[config.mk]
export PLATFORM = sky130hd
export DESIGN_NAME = hrcs_sequencer
export DESIGN_NICKNAME = d
export VERILOG_FILES = /design/src/hw/hrcs_pkg.sv /design/src/hw/hrcs_sequencer.sv
export SDC_FILE = /design/constraint.sdc
export NUM_CORES = 1
export LEC_CHECK = 0
export BUFFER_PORTS_ARGS = -buffer_cell sky130_fd_sc_hd__buf_4
export CELL_PAD_IN_SITES_DETAIL_PLACEMENT = 1
export CELL_PAD_IN_SITES_GLOBAL_PLACEMENT = 1
export CORE_MARGIN = 1
export CORE_UTILIZATION = 45
export CTS_CLUSTER_DIAMETER = 50
export CTS_CLUSTER_SIZE = 40
export DETAILED_ROUTE_END_ITERATION = 8
export PLACE_DENSITY_LB_ADDON = 0.2
export SYNTH_ARGS = -nofsm -noshare
export SYNTH_HDL_FRONTEND = slang
export SYNTH_SLANG_ARGS = --single-unit
[constraint.sdc]
create_clock -name mclk -period 4.05 [get_ports mclk]
set_input_delay 0 -clock mclk [delete_from_list [all_inputs] [get_ports mclk]]
set_output_delay 0 -clock mclk [all_outputs]
set_load 0.02 [all_outputs]
[src/hw/hrcs_pkg.sv]
// Package with timing constants, modes, states and carriers for the sequencer.
package hrcs_pkg;

	localparam int HRCS_CLK_MHZ = 250;
	localparam int HRCS_PORTS = 4;
	localparam int HRCS_ADDR_W = 7;
	localparam int HRCS_CFG_W = 8;

	// Recovery time in microseconds; longest time, so rounded down.
	localparam int HRCS_RECOVER_US = 500;
	localparam int HRCS_RECOVER_CYC = HRCS_RECOVER_US * HRCS_CLK_MHZ;

	localparam logic [1:0] HRCS_SEL_STRAP = 2'h0;
	localparam logic [1:0] HRCS_SEL_EEPROM = 2'h1;
	localparam logic [1:0] HRCS_SEL_SMBUS = 2'h2;

	localparam logic [HRCS_ADDR_W-1:0] HRCS_ADDR_RST = 7'h00;
	localparam logic [HRCS_CFG_W-1:0] HRCS_CFG_RST = 8'h00;
	localparam logic [HRCS_PORTS-1:0] HRCS_PORT_OFF = 4'h0;

	typedef enum logic [2:0] {
		HRCS_RECOVER,
		HRCS_SELECT,
		HRCS_EEPROM_RD,
		HRCS_SMB_WAIT,
		HRCS_ATTACHED
	} hrcs_state_e;

	// Configuration handed in by the SMBus slave loader; the EEPROM reader has its own ports.
	typedef struct packed {
		logic done;
		logic [HRCS_PORTS-1:0] charge_port_enable;
	} hrcs_load_s;

	// Requests from the USB device core after configuration.
	typedef struct packed {
		logic set_addr;
		logic [HRCS_ADDR_W-1:0] addr;
		logic set_cfg;
		logic [HRCS_CFG_W-1:0] cfg;
		logic [HRCS_PORTS-1:0] port_on;
	} hrcs_core_s;

endpackage

[src/hw/hrcs_sequencer.sv]
// Reset and start-up sequencer of the hub controller.
//
// Overview of operation
// - Become operational within 500 us after reset release.
// - Choose strap, EEPROM or SMBus configuration path from select straps.
// - SMBus mode waits without limit for load; no attach before it ends.
// - EEPROM mode reads configuration after recovery, attaches only afterwards.
// - SMBus mode attaches immediately once the external load finishes.
// - Upstream bus reset sets the device address to zero.
// - Upstream bus reset returns the device to unconfigured.
// - Bus reset drops port power except ports with charging enabled.
// - Bus reset empties every transaction translator buffer.
// - Bus reset while suspended wakes the device to active.
// - Bus reset is never forwarded to downstream ports.
`timescale 1ns/1ns

module hrcs_sequencer
	import hrcs_pkg::*;
#(
	parameter int RECOVER_CYC = HRCS_RECOVER_CYC
) (
	input wire logic mclk,
	input wire logic rst_n,
	input wire logic [1:0] cfg_sel,
	input wire logic eeprom_done,
	input wire hrcs_load_s smb_load,
	input wire logic [HRCS_PORTS-1:0] eeprom_charge,
	input wire logic usb_bus_reset,
	input wire logic suspend_req,
	input wire hrcs_core_s core_req,
	output logic operational,
	output logic eeprom_start,
	output logic attach,
	output logic [HRCS_ADDR_W-1:0] usb_addr,
	output logic [HRCS_CFG_W-1:0] usb_config,
	output logic [HRCS_PORTS-1:0] port_power_enable,
	output logic [HRCS_PORTS-1:0] charge_port_enable,
	output logic transaction_translator_flush,
	output logic suspended,
	output logic downstream_reset
);

	////////////////////////////////////////////////////////////////////////
	// Pin synchronisers; straps are sampled once recovery ends.

	logic [1:0] sel_s1_r, sel_s2_r;
	logic brst_s1_r, brst_s2_r;
	logic susp_s1_r, susp_s2_r;

	always_ff @(posedge mclk or negedge rst_n) begin
		if (!rst_n) begin
			sel_s1_r <= HRCS_SEL_STRAP;
			sel_s2_r <= HRCS_SEL_STRAP;
			brst_s1_r <= 1'b0;
			brst_s2_r <= 1'b0;
			susp_s1_r <= 1'b0;
			susp_s2_r <= 1'b0;
		end else begin
			sel_s1_r <= cfg_sel;
			sel_s2_r <= sel_s1_r;
			brst_s1_r <= usb_bus_reset;
			brst_s2_r <= brst_s1_r;
			susp_s1_r <= suspend_req;
			susp_s2_r <= susp_s1_r;
		end
	end

	////////////////////////////////////////////////////////////////////////
	// Start-up sequence.

	hrcs_state_e state_r, state_nxt;
	logic [31:0] rec_cnt_r;
	logic rec_done;

	assign rec_done = (rec_cnt_r == 32'(RECOVER_CYC - 1));

	always_ff @(posedge mclk or negedge rst_n) begin
		if (!rst_n) begin
			rec_cnt_r <= 32'h0;
		end else if (state_r == HRCS_RECOVER && !rec_done) begin
			rec_cnt_r <= rec_cnt_r + 32'h1;
		end
	end

	always_comb begin
		state_nxt = state_r;
		case (state_r)
			HRCS_RECOVER: begin
				if (rec_done) begin
					state_nxt = HRCS_SELECT;
				end
			end
			HRCS_SELECT: begin
				case (sel_s2_r)
					HRCS_SEL_EEPROM: state_nxt = HRCS_EEPROM_RD;
					HRCS_SEL_SMBUS: state_nxt = HRCS_SMB_WAIT;
					default: state_nxt = HRCS_ATTACHED;
				endcase
			end
			HRCS_EEPROM_RD: begin
				if (eeprom_done) begin
					state_nxt = HRCS_ATTACHED;
				end
			end
			HRCS_SMB_WAIT: begin
				// No timeout here: the processor may take as long as it likes.
				if (smb_load.done) begin
					state_nxt = HRCS_ATTACHED;
				end
			end
			HRCS_ATTACHED: state_nxt = HRCS_ATTACHED;
			default: state_nxt = HRCS_RECOVER;
		endcase
	end

	always_ff @(posedge mclk or negedge rst_n) begin
		if (!rst_n) begin
			state_r <= HRCS_RECOVER;
		end else begin
			state_r <= state_nxt;
		end
	end

	always_ff @(posedge mclk or negedge rst_n) begin
		if (!rst_n) begin
			operational <= 1'b0;
			eeprom_start <= 1'b0;
			attach <= 1'b0;
		end else begin
			operational <= (state_nxt != HRCS_RECOVER);
			eeprom_start <= (state_r == HRCS_SELECT) &&
				(state_nxt == HRCS_EEPROM_RD);
			attach <= (state_nxt == HRCS_ATTACHED);
		end
	end

	////////////////////////////////////////////////////////////////////////
	// Loaded configuration.

	// Done and its data are taken in one edge, so the loader needs no hold.
	always_ff @(posedge mclk or negedge rst_n) begin
		if (!rst_n) begin
			charge_port_enable <= HRCS_PORT_OFF;
		end else if (state_r == HRCS_EEPROM_RD && eeprom_done) begin
			charge_port_enable <= eeprom_charge;
		end else if (state_r == HRCS_SMB_WAIT && smb_load.done) begin
			charge_port_enable <= smb_load.charge_port_enable;
		end
	end

	////////////////////////////////////////////////////////////////////////
	// Upstream bus reset handling; it wins over any core request.

	// Decoded in several places: the host owns the hub only once attached.
	function automatic logic is_live(input hrcs_state_e st);
		return st == HRCS_ATTACHED;
	endfunction

	// A reset seen before attach is ignored; the host cannot see the hub yet.
	logic brst;
	assign brst = brst_s2_r && is_live(state_r);

	always_ff @(posedge mclk or negedge rst_n) begin
		if (!rst_n) begin
			usb_addr <= HRCS_ADDR_RST;
			usb_config <= HRCS_CFG_RST;
		end else if (brst) begin
			usb_addr <= HRCS_ADDR_RST;
			usb_config <= HRCS_CFG_RST;
		end else begin
			if (core_req.set_addr) begin
				usb_addr <= core_req.addr;
			end
			if (core_req.set_cfg) begin
				usb_config <= core_req.cfg;
			end
		end
	end

	always_ff @(posedge mclk or negedge rst_n) begin
		if (!rst_n) begin
			port_power_enable <= HRCS_PORT_OFF;
		end else if (!is_live(state_r) || brst) begin
			// Charging ports keep power so an attached phone keeps charging.
			port_power_enable <= charge_port_enable;
		end else begin
			port_power_enable <= core_req.port_on | charge_port_enable;
		end
	end

	always_ff @(posedge mclk or negedge rst_n) begin
		if (!rst_n) begin
			transaction_translator_flush <= 1'b0;
		end else begin
			transaction_translator_flush <= brst;
		end
	end

	always_ff @(posedge mclk or negedge rst_n) begin
		if (!rst_n) begin
			suspended <= 1'b0;
		end else if (brst) begin
			suspended <= 1'b0;
		end else begin
			suspended <= susp_s2_r && is_live(state_r);
		end
	end

	// Tied low on purpose: downstream devices never see the upstream reset.
	always_ff @(posedge mclk or negedge rst_n) begin
		if (!rst_n) begin
			downstream_reset <= 1'b0;
		end else begin
			downstream_reset <= 1'b0;
		end
	end

endmodule

==> impl_metrics.toml <==
[finish]
final_net_count = 405
fillCellCount = 703
final-seq-area_mm2 = 0.00178
multi_input_area_mm2 = 0.00128
antenna_cells = 0
post_route_cells_drive_above_1_share = 0.243
instances_no_fill = 450
areaGrowthSynthToFinish_pct = 31.8

[synth]
mappedNetlistNets = 307
async_reset_ff_frac = 1.00
synth_most_common_cell = "sky130_fd_sc_hd__dfrtp_1"
synth.top_cells.by_area = "sky130_fd_sc_hd__dfrtp_1 57%, sky130_fd_sc_hd__xnor2_1 6.7%, sky130_fd_sc_hd__mux2i_1 6.1%"
synth.top_cells.by_count = "71 x sky130_fd_sc_hd__dfrtp_1, 32 x sky130_fd_sc_hd__nor2_1, 24 x sky130_fd_sc_hd__xnor2_1"
post_synth_inst_count = 268
syn_area_per_cell_um2 = 11.7
synth.top_cell.area_share = 0.567
synthDistinctLibCells = 43
yosys.area.top_type = "sky130_fd_sc_hd__dfrtp_1"
synth_enable_flop_cells = 0
dominantRegCellSynth = "sky130_fd_sc_hd__dfrtp_1"
ys_seq_elements = 71
yosysWarningCount = 0
synth_seq_area_share = 0.567
syn-cell-area_mm2 = 0.00313

[timing]
final_max_slew_viol_count = 0
worstMarginPinSlew_ns = 0.888
number_of_endpoints_failing_setup_at_the_final_stage = 0
setup_repair_after_global_routing_missed_its_margin = "false"
timing.final.crit_period_ns = 2.11
holdWs_ns = 0.0127
post-route-period-util = 0.521
slew_headroom = 0.408
hold_viol_final = 0
worst_clock_skew_ns = 0.0125
totalNegativeSetupSlack_ns = 0
fmaxAchievable_ghz = 0.474

[die]
core.rowCount = 30
floorplan.die.width_um = 85.5
core_region_area_mm2 = 0.00676
die_area_mm2 = 0.00730
boundaryPins = 66
floorplan.initialDensity = 0.464
die_height_um = 85.5

[drt]
dr.first_iter.drc_count = 96
vias = 2427
drt_pass1_iterations = 4
post_drt_via_cell_ratio = 5.39
wire_per_inst_um = 18.4
route.detailed.drc = 0
drt-total-wl_um = 8290
postRouteAntennaNets = 0

[pwr]
irDropWorstVdd_mv = 0.190
design_power_total_mw = 1.40
power_leakage_nw = 1.96
p_per_area_mw_per_mm2 = 338

[clock_network]
cts_sink_count = 71
cts_tree = "yes"
htree_num_levels = 3
cts_clock_pin_slew_for_the_worst_setup_and_hold_paths_ns = 0.08
cts_root_buffer = "sky130_fd_sc_hd__clkbuf_8"
cts.repair.resized = 0
worstSkewPairLatency_ns = 0.35
cts_buffer_count = 9
cts_max_path_buffers = 2

[critical_path]
end_kind = "register"
worst-r2r-cell-count = 3
critical_path_arrival_ns = 2.35
reg2reg_to = "rec_cnt_r[1]"
worstSetupStartpointType = "register"
critical_path_peak_fanout = 13
worst-r2r-setup-slack_ns = 1.94
cp_data_required_time_ns = 4.29
rr_startpoint = "state_r[0]"
criticalPathCategory = "reg2reg"

[placed_design]
numPlacedInstances = 402
routabilityCongestion = 0.774
io_buffer_count = 64
dp_hpwl_um = 4820

[worst_hold_path]
hold_start = "core_req[20]"
hold_end = "usb_addr[1]"
worstHoldPathCells = 3
hold_class = "in2reg"

[grt]
antenna_found_initial = 0
grt_start_max_net_pins = 72
grt_first_pass_wirelength_um = 13100
first_global_vias = 2538
track_usage = 0.238
global_route.overflow_total = 0

[status]
result_of_the_run = "complete, no violations"

[run]
max_cap_violations = 0
==> report_power, final <==
part           switching, mW  internal (mW)  total (mW)
clock                  0.265          0.217       0.482
sequential            0.0154          0.733       0.749
combinational         0.0822         0.0840       0.166
total                  0.362           1.03        1.40
==> routing by layer <==
metal | GRT usage | part of all wire | vias up
met5 | 0 | 0 | -
met4 | 0.0909 | 0.021 | 0
met3 | 0.0438 | 0.041 | 14
met2 | 0.420 | 0.51 | 60
met1 | 0.290 | 0.43 | 1218
li1 | - | - | 1135
==> kinds of logic after synthesis <==
| logic type | count (synthesis) | share of synthesized area |
|---|---|---|
| AND/OR/NAND/NOR | 115 | 0.214 |
| flip-flops | 71 | 0.567 |
| XOR/XNOR | 31 | 0.0890 |
| multiplexers | 20 | 0.0643 |
| AO/OA/AOI/OAI | 16 | 0.0319 |
| buffers and inverters | 12 | 0.0243 |
| adder cells (fa/ha/maj) | 2 | 0.00798 |
| other | 1 | 0.00120 |
==> flip-flops by register name, summed over array words and instances, names as in the netlist <==
signal	cells
operational	1
sel_s1_r	2
usb_config	8
state_r	3
port_power_enable	4
susp_s1_r	1
sel_s2_r	2
brst_s1_r	1
usb_addr	7
attach	1
charge_port_enable	4
transaction_translator_flush	1
eeprom_start	1
suspended	1
susp_s2_r	1
rec_cnt_r	32
brst_s2_r	1
==> layout by cell type, fill, tap and decap left out, types with 6 or more instances in the layout <==
master                          netlist  routed
sky130_fd_sc_hd__nor4_1               8       8
sky130_fd_sc_hd__dlygate4sd3_1        0      33
sky130_fd_sc_hd__xor2_1               6       6
sky130_fd_sc_hd__nand4_1             11      11
sky130_fd_sc_hd__nand3_1              9       9
sky130_fd_sc_hd__clkbuf_8             0       9
sky130_fd_sc_hd__dfrtp_1             71      71
sky130_fd_sc_hd__a21oi_1              7       7
sky130_fd_sc_hd__nor2_1              32      32
sky130_fd_sc_hd__mux2i_1             19      19
sky130_fd_sc_hd__and3_1               7       7
sky130_fd_sc_hd__nand2_1             16      16
sky130_fd_sc_hd__xnor2_1             24      24
sky130_fd_sc_hd__buf_4                2      64
==> final cells by class <==
cell class,count,share of cell area
clock buffer,11,0.0318
timing repair buffer,97,0.196
sequential,71,0.430
inverter,2,0.00182
multi-input combinational,185,0.310
clock inverter,4,0.00575
tap,80,0.0242
==> worst max-delay path, stage by stage (launching register included) <==
cell	delay [ns]
sky130_fd_sc_hd__dfrtp_1	0.45
sky130_fd_sc_hd__or3_1	0.56
sky130_fd_sc_hd__a21oi_2	0.59
sky130_fd_sc_hd__mux2_2	0.40
==> timing repair <==
action | 4_1_cts | 5_1_grt
buffers inserted | 0 | 0
endpoints found under the hold margin | 98 | 1
hold buffers | 32 | 1
==> per-stage QoR <==
stage / setup slack [ns] / util / area [um2]
after floorplan: 2.24 / - / 3130
after global placement: 1.99 / 0.540 / 3650
after detailed placement: 1.94 / 0.540 / 3650
after CTS: 1.93 / 0.610 / 4120
after global routing: 1.80 / 0.611 / 4130
final: 1.94 / 0.611 / 4130
==> how the worst max path moves through the flow <==
stage                          start                    end  slack (ns)  cells after the start
after floorplan           state_r[1]          rec_cnt_r[29]        2.24                      8
after global placement    state_r[0]           rec_cnt_r[1]        1.99                      3
after detailed placement  state_r[0]           rec_cnt_r[1]        1.94                      3
after CTS                 state_r[0]           rec_cnt_r[1]        1.93                      3
after global routing      state_r[2]  charge_port_enable[0]        1.80                      5
final                     state_r[0]           rec_cnt_r[1]        1.94                      3
Note: power is estimated with default switching activity, not from simulation.
